[config.mk]
export PLATFORM = sky130hd
export DESIGN_NAME = qes_top
export DESIGN_NICKNAME = d
export VERILOG_FILES = /design/src/verilog/qes_decoder.v /design/src/verilog/qes_top.v
export VERILOG_INCLUDE_DIRS = /design/src /design/src/verilog
export SDC_FILE = /design/constraint.sdc
export NUM_CORES = 1
export LEC_CHECK = 0
export ABC_AREA = 1
export ABC_CLOCK_PERIOD_IN_PS = 4700
export BUFFER_PORTS_ARGS = -buffer_cell sky130_fd_sc_hd__clkbuf_2
export CAP_MARGIN = 5
export CORE_MARGIN = 2
export CORE_UTILIZATION = 31
export CTS_CLUSTER_DIAMETER = 30
export CTS_CLUSTER_SIZE = 24
export DETAILED_ROUTE_END_ITERATION = 10
export GPL_TIMING_DRIVEN = 0
export PLACE_DENSITY = 0.49
export SLEW_MARGIN = 20
export SYNTH_ARGS = -nofsm -noshare
export SYNTH_HDL_FRONTEND = slang
export SYNTH_SLANG_ARGS = --single-unit
[constraint.sdc]
create_clock -name CORE_CLK -period 4.7 [get_ports CORE_CLK]
set_input_delay 0.235 -clock CORE_CLK [delete_from_list [all_inputs] [get_ports CORE_CLK]]
set_output_delay 0.235 -clock CORE_CLK [all_outputs]
set_load 0.005 [all_outputs]
[src/verilog/qes_defines.vh]
// Constants for the quadrature encoder status block
`ifndef QES_DEFINES_VH
`define QES_DEFINES_VH

// ****************************************************************
// Register offsets (word addresses on the plain register port)
// ****************************************************************
`define QES_ADDR_W 4
`define QES_OFF_STATUS 4'h0
`define QES_OFF_CONTROL 4'h1
`define QES_OFF_LOWER 4'h2
`define QES_OFF_UPPER 4'h3
`define QES_OFF_COUNT_LOAD 4'h4

// ****************************************************************
// Status word fields
// ****************************************************************
`define QES_COUNT_W 24
`define QES_COUNT_MSB 23
`define QES_BIT_PHASE_A 24
`define QES_BIT_PHASE_B 25
`define QES_BIT_DIR 26
`define QES_BIT_IN_INTERVAL 27
`define QES_BIT_FRESH 28

// ****************************************************************
// Control word fields and reset values
// ****************************************************************
`define QES_CTL_INTERVAL_MODE 0
`define QES_CTL_NO_REACQ 1
`define QES_CONTROL_RESET 2'h0
`define QES_COUNT_RESET 24'h000000
`define QES_LOWER_RESET 24'h000000
`define QES_UPPER_RESET 24'hffffff

`endif

[src/verilog/qes_decoder.v]
// Quadrature phase decoder producing one step per valid transition
`timescale 1ns/10ps
module qes_decoder (
    input wire clk,
    input wire rst,
    input wire ce,
    input wire phase_a,
    input wire phase_b,
    output reg step_up,
    output reg step_down
);
    reg [1:0] prev_reg;
    wire [1:0] cur;
    assign cur = {phase_a, phase_b};

    always @(posedge clk or posedge rst) begin
        if (rst) begin
            prev_reg <= 2'h0;
        end else if (ce) begin
            prev_reg <= cur;
        end
    end

    // Gray sequence 00-10-11-01 is positive travel; double jumps are ignored as invalid
    always @* begin
        step_up = 1'b0;
        step_down = 1'b0;
        case ({prev_reg, cur})
            4'b0010, 4'b1011, 4'b1101, 4'b0100: begin
                step_up = ce;
            end
            4'b0001, 4'b0111, 4'b1110, 4'b1000: begin
                step_down = ce;
            end
            default: begin
                step_up = 1'b0;
            end
        endcase
    end
endmodule

[src/verilog/qes_top.v]
// Quadrature encoder position and status block with line acquisition gating
//
// Chosen here: the strobed register port and the register offsets.
`timescale 1ns/10ps
`include "qes_defines.vh"

// Operation
// - Status bits 23..0 hold position count
// - Status bit 24 shows phase A level
// - Status bit 25 shows phase B level
// - Bit 26 direction: 0 negative, 1 positive
// - Interval mode: bit 27 set inside limits
// - Outside limits bit 27 clear, no acquisition
// - Bit 28 set on unvisited lines, acquire
// - No-reacquire: acquire only lines never scanned
// - Bit 28 zero while revisiting old lines
module qes_top (
    input wire CORE_CLK,
    input wire RST,
    input wire CLK_EN,
    input wire PHASE_A,
    input wire PHASE_B,
    input wire [`QES_ADDR_W-1:0] REG_ADDR,
    input wire [31:0] REG_WDATA,
    input wire REG_WR,
    input wire REG_RD,
    output reg [31:0] REG_RDATA,
    output reg LINE_ACQUIRE
);
    // ****************************************************************
    // State
    // ****************************************************************
    reg [`QES_COUNT_MSB:0] position_count_reg;
    reg [`QES_COUNT_MSB:0] position_count_next;
    reg [`QES_COUNT_MSB:0] high_water_reg;
    reg [`QES_COUNT_MSB:0] high_water_next;
    reg [`QES_COUNT_MSB:0] interval_lower_limit_reg;
    reg [`QES_COUNT_MSB:0] interval_upper_limit_reg;
    reg [1:0] control_reg;
    reg motion_direction_reg;
    reg motion_direction_next;
    reg phase_a_level_reg;
    reg phase_b_level_reg;
    wire step_up;
    wire step_down;
    wire interval_mode_enable;
    wire no_reacquire_enable;
    wire inside_interval_flag;
    wire fresh_lines_flag;
    wire acquire_next;
    wire [31:0] status_word;

    assign interval_mode_enable = control_reg[`QES_CTL_INTERVAL_MODE];
    assign no_reacquire_enable = control_reg[`QES_CTL_NO_REACQ];

    // ****************************************************************
    // Phase decoding
    // ****************************************************************
    qes_decoder u_decoder (
        .clk(CORE_CLK),
        .rst(RST),
        .ce(CLK_EN),
        .phase_a(PHASE_A),
        .phase_b(PHASE_B),
        .step_up(step_up),
        .step_down(step_down)
    );

    // ****************************************************************
    // Position count, direction and high-water mark
    // ****************************************************************
    always @* begin
        position_count_next = position_count_reg;
        motion_direction_next = motion_direction_reg;
        if (step_up) begin
            position_count_next = position_count_reg + 24'h000001;
            motion_direction_next = 1'b1;
        end else if (step_down) begin
            position_count_next = position_count_reg - 24'h000001;
            motion_direction_next = 1'b0;
        end
    end

    // A line is fresh only once the count passes the farthest point reached so far
    assign fresh_lines_flag = (position_count_reg > high_water_reg);

    always @* begin
        high_water_next = high_water_reg;
        if (fresh_lines_flag) begin
            high_water_next = position_count_reg;
        end
    end

    // Limits are inclusive; a lower limit above the upper one makes an empty interval
    assign inside_interval_flag = interval_mode_enable &&
        (position_count_reg >= interval_lower_limit_reg) &&
        (position_count_reg <= interval_upper_limit_reg);

    // Acquisition gate: each enabled mode must agree before a line is taken
    assign acquire_next = (!interval_mode_enable || inside_interval_flag) &&
        (!no_reacquire_enable || fresh_lines_flag);

    always @(posedge CORE_CLK or posedge RST) begin
        if (RST) begin
            position_count_reg <= `QES_COUNT_RESET;
            high_water_reg <= `QES_COUNT_RESET;
            motion_direction_reg <= 1'b1;
            phase_a_level_reg <= 1'b0;
            phase_b_level_reg <= 1'b0;
            LINE_ACQUIRE <= 1'b0;
        end else if (CLK_EN) begin
            phase_a_level_reg <= PHASE_A;
            phase_b_level_reg <= PHASE_B;
            motion_direction_reg <= motion_direction_next;
            LINE_ACQUIRE <= acquire_next;
            // Loading the count also rebases the high-water mark
            if (REG_WR && REG_ADDR == `QES_OFF_COUNT_LOAD) begin
                position_count_reg <= REG_WDATA[`QES_COUNT_MSB:0];
                high_water_reg <= REG_WDATA[`QES_COUNT_MSB:0];
            end else begin
                position_count_reg <= position_count_next;
                high_water_reg <= high_water_next;
            end
        end
    end

    // ****************************************************************
    // Register port
    // ****************************************************************
    always @(posedge CORE_CLK or posedge RST) begin
        if (RST) begin
            control_reg <= `QES_CONTROL_RESET;
            interval_lower_limit_reg <= `QES_LOWER_RESET;
            interval_upper_limit_reg <= `QES_UPPER_RESET;
        end else if (CLK_EN && REG_WR) begin
            case (REG_ADDR)
                `QES_OFF_CONTROL: begin
                    control_reg <= REG_WDATA[1:0];
                end
                `QES_OFF_LOWER: begin
                    interval_lower_limit_reg <= REG_WDATA[`QES_COUNT_MSB:0];
                end
                `QES_OFF_UPPER: begin
                    interval_upper_limit_reg <= REG_WDATA[`QES_COUNT_MSB:0];
                end
                default: begin
                    control_reg <= control_reg;
                end
            endcase
        end
    end

    assign status_word = {3'h0,
        fresh_lines_flag,
        inside_interval_flag,
        motion_direction_reg,
        phase_b_level_reg,
        phase_a_level_reg,
        position_count_reg};

    // Read data stands for one enabled cycle after the strobe and holds while CLK_EN is low
    always @(posedge CORE_CLK or posedge RST) begin
        if (RST) begin
            REG_RDATA <= 32'h00000000;
        end else if (CLK_EN) begin
            if (REG_RD) begin
                case (REG_ADDR)
                    `QES_OFF_STATUS: REG_RDATA <= status_word;
                    `QES_OFF_CONTROL: REG_RDATA <= {30'h00000000, control_reg};
                    `QES_OFF_LOWER: REG_RDATA <= {8'h00, interval_lower_limit_reg};
                    `QES_OFF_UPPER: REG_RDATA <= {8'h00, interval_upper_limit_reg};
                    `QES_OFF_COUNT_LOAD: REG_RDATA <= {8'h00, position_count_reg};
                    default: REG_RDATA <= 32'h00000000;
                endcase
            end else begin
                REG_RDATA <= 32'h00000000;
            end
        end
    end
endmodule

==> key figures, run 1 <==
Status
  • Outcome: finished clean

Synth
  • Avg Cell Area, Syn: 7.25 µm²
  • Top cell type's share of synthesized area: 28.6%
  • Synth Area in Simple Gates: 26.0%
  • Synth warn: 0
  • Synth cell types: 39
  • Register area share after synthesis: 35.6%
  • Compound-Gate Fraction of Synth Area: 14.2%
  • Post-synth ARST share: 100%
  • Mux contribution to synthesized area: 0%
  • Synth area leader: dfrtp_1
  • XOR/XNOR Fraction of Synth Area: 0.377%
  • Post-Syn Area: 0.00929 mm²
  • EDFF count, synth: 0
  • Adder-Cell Fraction of Synth Area: 12.9%
  • Post-Syn Instances: 1281
  • Seq cells post-synth: 131
  • Synth Flop Type: dfrtp_1
  • Largest family of logic cells by synthesized area: simple AND/OR/NAND/NOR gates
  • Dominant cells by area after synthesis: dfrtp_1 (29%), nand2_1 (16%), ha_1 (13%)

Route
  • Post-route ant nets: 0
  • Final WL: 29000 µm
  • First drt pass iteration count: 5
  • Met2 Wirelength: 13400 µm
  • DRT iter0 DRCs: 542
  • Max layer used: met4
  • Metal-1 WL: 14300 µm
  • Routed wl met3: 892 µm
  • Post-DR vias/cell: 4.82
  • DR vias: 8533
  • Detailed-route DRC error count: 0
  • Routed len/inst: 16.4 µm

Die
  • Core area: 0.0296 mm²
  • Die Wd: 177 µm
  • FP Rows: 63
  • Full die area: 0.0314 mm²
  • IO Pins: 76
  • Die Height: 177 µm
  • Starting Density: 31.4%

CTS
  • Clk_lat worst skew: 0.43 ns
  • Setup bufs post-CTS: 0
  • Hold_buf cts: 1
  • CTS root buffer: clkbuf_16
  • CTS tree: done
  • Clock-pin slew on the worst setup and hold paths: 0.06 ns
  • Post-CTS Resized: 0
  • H-Tree Level Count: 4
  • Clock sink total: 131
  • Max clock buf depth: 2
  • Cts bufs inserted: 17

Timing
  • Fin. Hold Viols: 0
  • Fin crit share: 70.3%
  • # setup viols final: 0
  • Unrepaired setup endpoints after global routing: false
  • Fin crit period: 3.30 ns
  • Worst Skew: 0.0107 ns
  • Max Clk Rate: 303 MHz
  • Worst slew pin tran: 0.788 ns
  • Max-slew violations: 0
  • Slew HR: 47.4%

Worst setup path
  • Critical path startpoint category: register
  • Crit path buf inv count: 1
  • Top delay family on crit path: simple AND/OR/NAND/NOR gates
  • WP data required: 5.01 ns
  • Crit-path cells: xnor2_1 > nand3_2 > ha_1 > nand2_1 > inv_1 > nand3_1 > o21ai_0 > nand2_1 > nand3_1 > nand2_1 > nand3_1 > a21oi_1
  • Slowest-stage cell, CP: nand3_2
  • Max FO, Critical Path: 26
  • Critical Path End Type: register
  • Arrival @ worst endpoint: 3.62 ns
  • Crit Path Category: reg2reg
  • Slowest Stage Delay on Critical Path: 0.66 ns

Min path
  • Worst min path class: in2reg

Power and ir drop
  • Sw Ratio: 43.9%
  • Clk pwr share: 22.5%
  • Gate power share: 47.5%
  • Flop pwr share: 30.0%
  • Switching pwr: 2.76 mW
  • Internal power: 3.52 mW
  • Pwr Density: 583 mW/mm²
  • Peak supply drop: 278 µV
  • LEAKAGE: 5.52 nW

Finish
  • Most common cell after layout, fill and taps aside: nand2_1
  • Post-Layout Cell Count: 1770
  • Register bank with the most flops: REG_RDATA
  • Final net count: 1505
  • Ant diodes: 0
  • Finished layout cell area: 0.0108 mm²
  • Layout area overhead: 16.0%
  • Most frequent cells in the layout: nand2_1 (390), inv_1 (180), dfrtp_1 (106), nor2_1 (98), ha_1 (94)
  • Layout cell share with drive strength beyond 1: 12.7%
  • Max reg flops: 29

Global routing
  • Aggregate global routing overflow: 0
  • Initial antenna violation count: 0
  • Vias in the first global route: 8304
  • Largest net degree at the start of global routing: 100
  • First-pass GRT wire length: 45700 µm
  • GRT Total Usage: 19.2%

Placed design
  • IO Port Bufs: 63
  • Placer Congestion: 0.867
  • Placed Area: 0.0101 mm²
  • HPWL Detailed: 22700 µm
  • Placed Cells: 1737

Run
  • Number of max-cap violations: 0
==> power by group through the flow <==
stage	Combinational [mW]	Sequential, mW	Clock (mW)
finish	2.99	1.88	1.41
global placement	2.94	1.89	0
floorplan	2.29	1.71	0
CTS	3.00	1.88	1.44
detailed placement	2.98	1.89	0
global route	3.50	1.92	1.49
==> synth_stat cells (all sizes together) (3+ instances only) <==
| cell | count |
|---|---|
| nand2 | 395 |
| inv | 181 |
| o21ai | 119 |
| dfrtp | 106 |
| nor2 | 100 |
| ha | 94 |
| a21oi | 73 |
| nand3 | 70 |
| buf | 35 |
| dfstp | 25 |
| a221oi | 24 |
| nand4 | 11 |
| clkbuf | 10 |
| a31oi | 9 |
| o21bai | 4 |
| and2 | 3 |
| nor3 | 3 |
| or2 | 3 |
| xor2 | 3 |
==> area by class of cell <==
type / count / area, µm²
Fill cell: 3170 / 18800
Multi-Input combinational cell: 925 / 4990
Sequential cell: 131 / 3310
Inverter: 182 / 696
Clock buffer: 24 / 502
Tap cell: 390 / 488
Timing Repair Buffer: 65 / 353
Buffer: 45 / 318
Clock inverter: 8 / 123
==> path summary, 6_finish.rpt <==
check | from | endpoint | slack [ns] | cells after the start
worst max-delay path | phase_a_level_reg | position_count_reg[21] | 1.40 | 12
worst min-delay path | REG_WDATA[11] | interval_upper_limit_reg[11] | 0.06 | 3
worst max register to register | phase_a_level_reg | position_count_reg[21] | 1.40 | 12
worst min register to register | motion_direction_reg | motion_direction_reg | 0.46 | 2
max in group asynchronous | RST | interval_upper_limit_reg[5] | 3.58 | 4
min in group asynchronous | RST | REG_RDATA[17] | 0.32 | 3
==> cells by family (layout without fill, tap and decap cells) <==
| family | Yosys count | after routing |
|---|---|---|
| buf+inv | 227 | 324 |
| compound gates | 235 | 235 |
| fa+ha+maj | 95 | 95 |
| other cells | 1 | 3 |
| flops | 131 | 131 |
| simple gates | 588 | 588 |
| xor+xnor | 4 | 4 |
==> worst min-delay path: cells and delay by family <==
kind                   cells  cell delay, ns
AOI/OAI and AO/OA          1            0.06
buffers and inverters      2            0.18
==> metrics by stage <==
| step | hold WS (ns) | TNS, ns | util [%] | setup WS [ns] | total power [mW] |
|---|---|---|---|---|---|
| after global routing | 0.0600 | 0 | 36.4 | 1.20 | 6.92 |
| after floorplan | 0.348 | 0 | - | 1.01 | 4.00 |
| after global placement | 0.453 | -87.58 | 34.2 | -0.839 | 4.82 |
| final | 0.0632 | 0 | 36.4 | 1.40 | 6.28 |
| after detailed placement | 0.223 | 0 | 34.3 | 1.47 | 4.88 |
| after CTS | 0.0449 | 0 | 36.4 | 1.45 | 6.32 |
==> layer usage <==
metal  vias to the layer above  global-route usage [%]
li1                       4329                       -
met1                      4032                    26.2
met2                       150                    31.6
met3                        22                    2.73
met4                         0                    5.13
met5                         -                       0
(Power assumes the default switching activity.)
==> run 2: changes to the inputs <==
ABC_AREA = 0   (was 1)
ABC_CLOCK_PERIOD_IN_PS = 3000   (was 4700)
PLACE_DENSITY = 0.51   (was 0.49)
clock period = 3 ns   (was 4.7 ns; I/O delays follow)
==> run 2 against run 1 <==
The run now ends with setup timing left. Critical path type unchanged. Highest routed layer unchanged. Largest cell class unchanged. Fmax rose by 4.6%. Power rose by 69%. Synthesized cell count shrank 24%. Clock power increased by 64%. Sequential cell count is the same. Clock-buffer cell count shrank 3.
==> key figures, run 2 <==
Timing
  • Hold_ws: 0.00548 ns (was 0.0632 ns)
  • Final worst-path setup slack: -0.159 ns (was 1.40 ns)
  • Worst slew pin tran: 0.678 ns (was 0.788 ns)
  • Max-slew violations: 0 (unchanged)
  • Setup TNS Final: -0.612 ns (was 0 ns)
  • Unrepaired setup endpoints after global routing: true (was false)
  • Max Clk Rate: 317 MHz (was 303 MHz)
  • # setup viols final: 6 (was 0)
  • Worst Skew: 0.0103 ns (was 0.0107 ns)
  • Fin. Hold Viols: 0 (unchanged)
  • Slew HR: 54.7% (was 47.4%)
  • Fin crit share: 105% (was 70.3%)
  • Fin crit period: 3.16 ns (was 3.30 ns)

Synth
  • Dominant cells by area after synthesis: dfrtp_1 (30%), ha_1 (13%), dfstp_2 (7.5%) (was dfrtp_1 (29%), nand2_1 (16%), ha_1 (13%))
  • Post-synth ARST share: 100% (unchanged)
  • Register area share after synthesis: 37.5% (was 35.6%)
  • Synth top cells by count: dfrtp_1 (106), o21ai_0 (95), ha_1 (94) (was nand2_1 (390), inv_1 (181), dfrtp_1 (106))
  • Avg Cell Area, Syn: 9.01 µm² (was 7.25 µm²)
  • Synth cell types: 66 (was 39)
  • Top cell type's share of synthesized area: 30.1% (was 28.6%)
  • Post-Syn Area: 0.00881 mm² (was 0.00929 mm²)
  • Synth Flop Type: dfrtp_1 (unchanged)
  • Synth area leader: dfrtp_1 (unchanged)
  • EDFF count, synth: 0 (unchanged)
  • Synth warn: 0 (unchanged)
  • Post-Syn Instances: 978 (was 1281)
  • Top-count cell post-synth: dfrtp_1 (was nand2_1)
  • Seq cells post-synth: 131 (unchanged)

Global routing
  • Vias in the first global route: 8301 (was 8304)
  • Aggregate global routing overflow: 0 (unchanged)
  • GRT Total Usage: 20.2% (was 19.2%)
  • First-pass GRT wire length: 47200 µm (was 45700 µm)
  • Largest net degree at the start of global routing: 32 (was 100)
  • Initial antenna violation count: 0 (unchanged)

Worst setup path
  • R2r setup slk: -0.16 ns (was 1.40 ns)
  • Max FO, Critical Path: 7 (was 26)
  • Crit path buf inv count: 1 (unchanged)
  • Top delay family on crit path: compound AO/OA/AOI/OAI gates (was simple AND/OR/NAND/NOR gates)
  • Critical path startpoint category: register (unchanged)
  • Arrival @ worst endpoint: 3.51 ns (was 3.62 ns)
  • Crit Path Category: reg2reg (unchanged)
  • WP data required: 3.35 ns (was 5.01 ns)
  • R2R cell count: 12 (unchanged)
  • Crit-path cells: xor2_2 > inv_2 > nand3_4 > ha_4 > a211oi_4 > o211ai_1 > a221o_1 > a41o_4 > a21boi_4 > o21a_1 > mux2_4 > nor3_2 (was xnor2_1 > nand3_2 > ha_1 > nand2_1 > inv_1 > nand3_1 > o21ai_0 > nand2_1 > nand3_1 > nand2_1 > nand3_1 > a21oi_1)
  • Reg2reg end: position_count_reg[23] (was position_count_reg[21])
  • Critical Path End Type: register (unchanged)
  • Slowest-stage cell, CP: dfrtp_1 (was nand3_2)
  • Slowest Stage Delay on Critical Path: 0.40 ns (was 0.66 ns)
  • Worst R2R Start: phase_a_level_reg (unchanged)

Die
  • FP Rows: 61 (was 63)
  • Die Height: 173 µm (was 177 µm)
  • Full die area: 0.0298 mm² (was 0.0314 mm²)
  • IO Pins: 76 (unchanged)
  • Die Wd: 173 µm (was 177 µm)
  • Core area: 0.0279 mm² (was 0.0296 mm²)
  • Starting Density: 31.6% (was 31.4%)

Finish
  • Footprint of the multi-input gates: 0.00542 mm² (was 0.00499 mm²)
  • Final net count: 1248 (was 1505)
  • Layout area overhead: 26.7% (was 16.0%)
  • Register area: 0.00331 mm² (about the same)
  • Ant diodes: 0 (unchanged)
  • Final core utilization: 40.1% (was 36.4%)
  • Layout cell share with drive strength beyond 1: 22.4% (was 12.7%)
  • Max reg flops: 29 (unchanged)
  • Most frequent cells in the layout: dfrtp_1 (104), nand2_1 (90), o21ai_0 (90), ha_1 (76), inv_1 (75) (was nand2_1 (390), inv_1 (180), dfrtp_1 (106), nor2_1 (98), ha_1 (94))
  • Fill cells: 2793 (was 3170)
  • Register bank with the most flops: REG_RDATA (unchanged)
  • Most common cell after layout, fill and taps aside: dfrtp_1 (was nand2_1)

Route
  • Final WL: 30000 µm (was 29000 µm)
  • Post-DR vias/cell: 5.45 (was 4.82)
  • First drt pass iteration count: 7 (was 5)
  • Detailed-route DRC error count: 0 (unchanged)
  • Routed len/inst: 20.0 µm (was 16.4 µm)
  • Post-route ant nets: 0 (unchanged)
  • DRT iter0 DRCs: 694 (was 542)
  • DR vias: 8182 (was 8533)

Run
  • Number of max-cap violations: 0 (unchanged)

CTS
  • CTS root buffer: clkbuf_16 (unchanged)
  • Max clock buf depth: 2 (unchanged)
  • Cts bufs inserted: 17 (unchanged)
  • Clk_lat worst skew: 0.43 ns (about the same)
  • Clock-pin slew on the worst setup and hold paths: 0.06 ns (about the same)
  • H-Tree Level Count: 4 (unchanged)
  • CTS tree: done (unchanged)
  • Clock sink total: 131 (unchanged)

Status
  • Failing checks: setup timing
  • Outcome: finished with violations (was finished clean)

Min path
  • Hold path endpoint: interval_upper_limit_reg[8] (was interval_upper_limit_reg[11])
  • Hold_sp: REG_WDATA[8] (was REG_WDATA[11])
  • Worst min path class: in2reg (unchanged)
  • Hold Path Cell Cnt: 3 (unchanged)

Placed design
  • Place WS: -0.924 ns (was 1.47 ns)
  • HPWL Detailed: 22000 µm (was 22700 µm)
  • Placer Congestion: 0.861 (was 0.867)
  • IO Port Bufs: 64 (was 63)

Power and ir drop
  • LEAKAGE: 5.09 nW (was 5.52 nW)
  • Pwr Density: 950 mW/mm² (was 583 mW/mm²)
  • Peak supply drop: 379 µV (was 278 µV)
  • Total power draw: 10.6 mW (was 6.28 mW)
-- run 2: cell types whose count changed after synthesis, sizes merged, moves of 23 or more --
cell     delta
inv       -102
nor2       -62
a311o      +24
nor3       +32
clkbuf     +26
a21o       +36
o2bb2ai    +23
nand2     -304
a222oi     +24
-- run 2: per-stage QoR --
step	instance area, µm²	std cells
finish	11200	1501
CTS	11000	1493
global placement	9640	1422
floorplan	8840	980
global route	11200	1501
detailed placement	9720	1426
-- run 2: timing repair --
| action | CTS | global route |
|---|---|---|
| endpoints found under the setup margin | 37 | 36 |
| endpoints found under the hold margin | 16 | 0 |
| gates resized for setup | 53 | 29 |
| hold buffers | 5 | 0 |
| pin swaps | 30 | 35 |
| gates cloned | 1 | 0 |
| buffers inserted | 31 | 11 |
-- run 2: cell type report --
cell class	instances	share of cell area, %
sequential	131	29.7
buffer	57	2.14
multi-input combinational	711	48.5
tap	378	4.23
clock inverter	11	1.57
clock buffer	21	4.21
timing repair buffer	113	6.99
inverter	79	2.69
-- run 2: per-layer routing --
layer | track usage [%] | share of wire [%]
met2 | 33.7 | 47
met5 | 0 | 0
met1 | 27.2 | 46
met3 | 2.77 | 4.8
met4 | 6.30 | 1.7
-- run 2: how the worst max path moves through the flow --
stage                               start                     end  slack [ns]  depth (start not counted)
floorplan           u_decoder.prev_reg[0]  position_count_reg[23]       -0.21                         11
detailed placement                 CLK_EN  position_count_reg[16]       -0.92                         12
global placement                   CLK_EN  position_count_reg[16]       -0.90                         12
finish                  phase_a_level_reg  position_count_reg[23]       -0.16                         12
CTS                 u_decoder.prev_reg[0]  position_count_reg[23]       -0.16                         11
global route            phase_a_level_reg  position_count_reg[23]       -0.30                         12
-- run 2: where the power goes --
| part | internal [mW] | total [mW] | switching [mW] | leakage, nW |
|---|---|---|---|---|
| Sequential | 2.31 | 3.05 | 0.741 | 1.51 |
| Combinational | 2.54 | 5.25 | 2.71 | 3.27 |
| Clock | 1.46 | 2.31 | 0.845 | 0.310 |
-- run 2: kinds of logic after synthesis --
kind of cell,after synthesis,share of synthesized area [%]
XOR/XNOR,18,1.79
adder cells (fa/ha/maj),95,13.6
AO/OA/AOI/OAI,309,24.6
AND/OR/NAND/NOR,277,15.1
multiplexers,8,1.01
flip-flops,131,37.5
other,1,0.0425
buffers and inverters,139,6.29
-- run 2: tightest hold or removal path, stage by stage --
cell and delay [ns]:
clkbuf_2 0.13, nand2_1 0.07, o21ai_0 0.07
==> run 3: changes to the inputs <==
CORE_UTILIZATION = 55   (was 31)
PLACE_DENSITY = default   (was 0.51)
PLACE_DENSITY_LB_ADDON = 0.08   (was default)
==> run 3 against run 2 <==
The run still ends with setup timing left. Worst setup slack lost 0.039 ns. Clock skew increased by 0.0047 ns. Cell count down 11%. Die area is 43% lower. Sequential share of layout area is 0.59 points higher. Non-clock buffer count increased by 1. Register-to-register slack worse by 0.04 ns. Via count increased by 1.0%. Critical endpoint unchanged. Largest power group unchanged. Highest routed layer unchanged.
==> key figures, run 3 (same netlist as run 2, synthesis figures left out) <==
Timing
  • Fin crit share: 107% (was 105%)
  • Max-slew violations: 0 (unchanged)
  • Fin. Hold Viols: 0 (unchanged)
  • Worst Skew: 0.0150 ns (was 0.0103 ns)
  • Unrepaired setup endpoints after global routing: true (unchanged)
  • # setup viols final: 7 (was 6)
  • Fin crit period: 3.20 ns (was 3.16 ns)
  • Max Clk Rate: 313 MHz (was 317 MHz)
  • Setup TNS Final: -0.807 ns (was -0.612 ns)
  • Slew HR: 30.5% (was 54.7%)
  • Worst slew pin tran: 1.03 ns (was 0.678 ns)
  • Final worst-path setup slack: -0.198 ns (was -0.159 ns)

Finish
  • Ant diodes: 0 (unchanged)
  • Fill cells: 1276 (was 2793)
  • Final net count: 1250 (was 1248)
  • Max reg flops: 29 (unchanged)
  • Most frequent cells in the layout: dfrtp_1 (99), o21ai_0 (92), nand2_1 (91), inv_1 (77), ha_1 (77) (was dfrtp_1 (104), nand2_1 (90), o21ai_0 (90), ha_1 (76), inv_1 (75))
  • Layout cell share with drive strength beyond 1: 22.2% (was 22.4%)
  • Final core utilization: 69.6% (was 40.1%)
  • Post-Layout Cell Count: 1341 (was 1501)
  • Most common cell after layout, fill and taps aside: dfrtp_1 (unchanged)
  • Layout area overhead: 24.5% (was 26.7%)
  • Register bank with the most flops: REG_RDATA (unchanged)

Worst setup path
  • Max FO, Critical Path: 5 (was 7)
  • R2R cell count: 11 (was 12)
  • Critical Path End Type: register (unchanged)
  • R2r setup slk: -0.20 ns (was -0.16 ns)
  • Crit Path Category: reg2reg (unchanged)
  • Critical path startpoint category: register (unchanged)
  • WP data required: 3.36 ns (was 3.35 ns)
  • Worst R2R Start: u_decoder.prev_reg[0] (was phase_a_level_reg)
  • Reg2reg end: position_count_reg[23] (unchanged)
  • Arrival @ worst endpoint: 3.55 ns (was 3.51 ns)

Global routing
  • First-pass GRT wire length: 42800 µm (was 47200 µm)
  • GRT Total Usage: 33.2% (was 20.2%)
  • Aggregate global routing overflow: 0 (unchanged)
  • Vias in the first global route: 7966 (was 8301)
  • Initial antenna violation count: 0 (unchanged)
  • Largest net degree at the start of global routing: 35 (was 32)

Die
  • Die Height: 131 µm (was 173 µm)
  • Die Wd: 131 µm (was 173 µm)
  • IO Pins: 76 (unchanged)
  • Full die area: 0.0171 mm² (was 0.0298 mm²)
  • Starting Density: 55.9% (was 31.6%)
  • Core area: 0.0158 mm² (was 0.0279 mm²)
  • FP Rows: 46 (was 61)

Power and ir drop
  • Peak supply drop: 692 µV (was 379 µV)
  • Pwr Density: 953 mW/mm² (was 950 mW/mm²)
  • LEAKAGE: 5.08 nW (was 5.09 nW)

Run
  • Number of max-cap violations: 0 (unchanged)

CTS
  • Clk_lat worst skew: 0.44 ns (was 0.43 ns)
  • Clock sink total: 131 (unchanged)
  • CTS root buffer: clkbuf_16 (unchanged)
  • CTS tree: done (unchanged)
  • H-Tree Level Count: 4 (unchanged)
  • Max clock buf depth: 2 (unchanged)
  • Clock-pin slew on the worst setup and hold paths: 0.06 ns (about the same)
  • Cts bufs inserted: 17 (unchanged)

Min path
  • Worst min path class: in2reg (unchanged)
  • Hold Path Cell Cnt: 3 (unchanged)
  • Hold path endpoint: interval_upper_limit_reg[6] (was interval_upper_limit_reg[8])
  • Hold_sp: REG_WDATA[6] (was REG_WDATA[8])

Route
  • First drt pass iteration count: 5 (was 7)
  • Final WL: 27400 µm (was 30000 µm)
  • Detailed-route DRC error count: 0 (unchanged)
  • Post-DR vias/cell: 6.16 (was 5.45)
  • Routed len/inst: 20.5 µm (was 20.0 µm)
  • DR vias: 8267 (was 8182)
  • DRT iter0 DRCs: 794 (was 694)
  • Post-route ant nets: 0 (unchanged)

Placed design
  • Placed Cells: 1264 (was 1426)
  • IO Port Bufs: 64 (unchanged)
  • HPWL Detailed: 19400 µm (was 22000 µm)
  • Placer Congestion: 0.910 (was 0.861)

Status
  • Outcome: finished with violations (unchanged)
  • Failing checks: setup timing (unchanged)
[run 3: changes by cell type in the layout (fill, tap and decap cells not counted), sizes merged]
cell and change:
buf -5, clkbuf -1, clkinvlp +3, dlygate4sd3 +5, inv -1, nand3 +1
[run 3: area by class of cell]
| class | instances | area, µm² | area share [%] |
|---|---|---|---|
| Inverter | 79 | 300 | 2.74 |
| Timing Repair Buffer | 113 | 782 | 7.13 |
| Clock inverter | 13 | 181 | 1.65 |
| Multi-Input combinational cell | 712 | 5410 | 49.3 |
| Sequential cell | 131 | 3320 | 30.2 |
| Buffer | 58 | 253 | 2.30 |
| Tap cell | 216 | 270 | 2.46 |
| Clock buffer | 19 | 453 | 4.13 |
[run 3: timing repair]
action / in CTS / in global routing
hold buffers: 10 / 0
gates cloned: 2 / 0
endpoints found under the hold margin: 83 / 0
buffers inserted: 21 / 16
resized for setup: 41 / 33
pin swaps: 31 / 32
endpoints found under the setup margin: 35 / 35
[run 3: critical path: stages (launching register included)]
cell and delay [ns]:
dfrtp_2 0.44, xor2_4 0.21, nand3_4 0.22, ha_4 0.33, a211oi_4 0.24, o211ai_1 0.15
a221o_1 0.38, a41o_2 0.30, a21boi_4 0.14, o21a_1 0.23, mux2_4 0.32, nor3_2 0.16
[run 3: report_power, final]
| group | internal (mW) | switching (mW) |
|---|---|---|
| Combinational | 2.47 | 2.70 |
| Clock | 1.43 | 0.820 |
| Sequential | 2.32 | 0.724 |
[run 3: routing by layer]
layer | share of wire (%) | track usage (%) | up-vias
met5 | 0 | 0 | -
met4 | 2.4 | 11.6 | 0
met3 | 8.0 | 6.07 | 55
met2 | 46 | 52.9 | 362
met1 | 44 | 45.8 | 3976
li1 | - | - | 3874
[run 3: how the worst max path moves through the flow]
| stage | start | endpoint | slack (ns) | cells past startpoint |
|---|---|---|---|---|
| CTS | phase_a_level_reg | position_count_reg[23] | -0.14 | 12 |
| global placement | CLK_EN | position_count_reg[23] | -0.78 | 12 |
| detailed placement | CLK_EN | position_count_reg[16] | -0.78 | 12 |
| floorplan | u_decoder.prev_reg[0] | position_count_reg[23] | -0.21 | 11 |
| global route | u_decoder.prev_reg[0] | position_count_reg[23] | -0.29 | 11 |
| finish | u_decoder.prev_reg[0] | position_count_reg[23] | -0.20 | 11 |
[run 3: per-stage QoR]
step / power (mW) / cell area [µm²] / setup slack, ns / hold WS, ns
floorplan: 6.06 / 8840 / -0.211 / 0.259
global placement: 7.05 / 9440 / -0.785 / 0.399
detailed placement: 7.16 / 9520 / -0.785 / 0.0876
CTS: 9.98 / 10700 / -0.137 / 0.000972
global route: 11.2 / 11000 / -0.291 / 0.00885
finish: 10.5 / 11000 / -0.198 / 0.00507
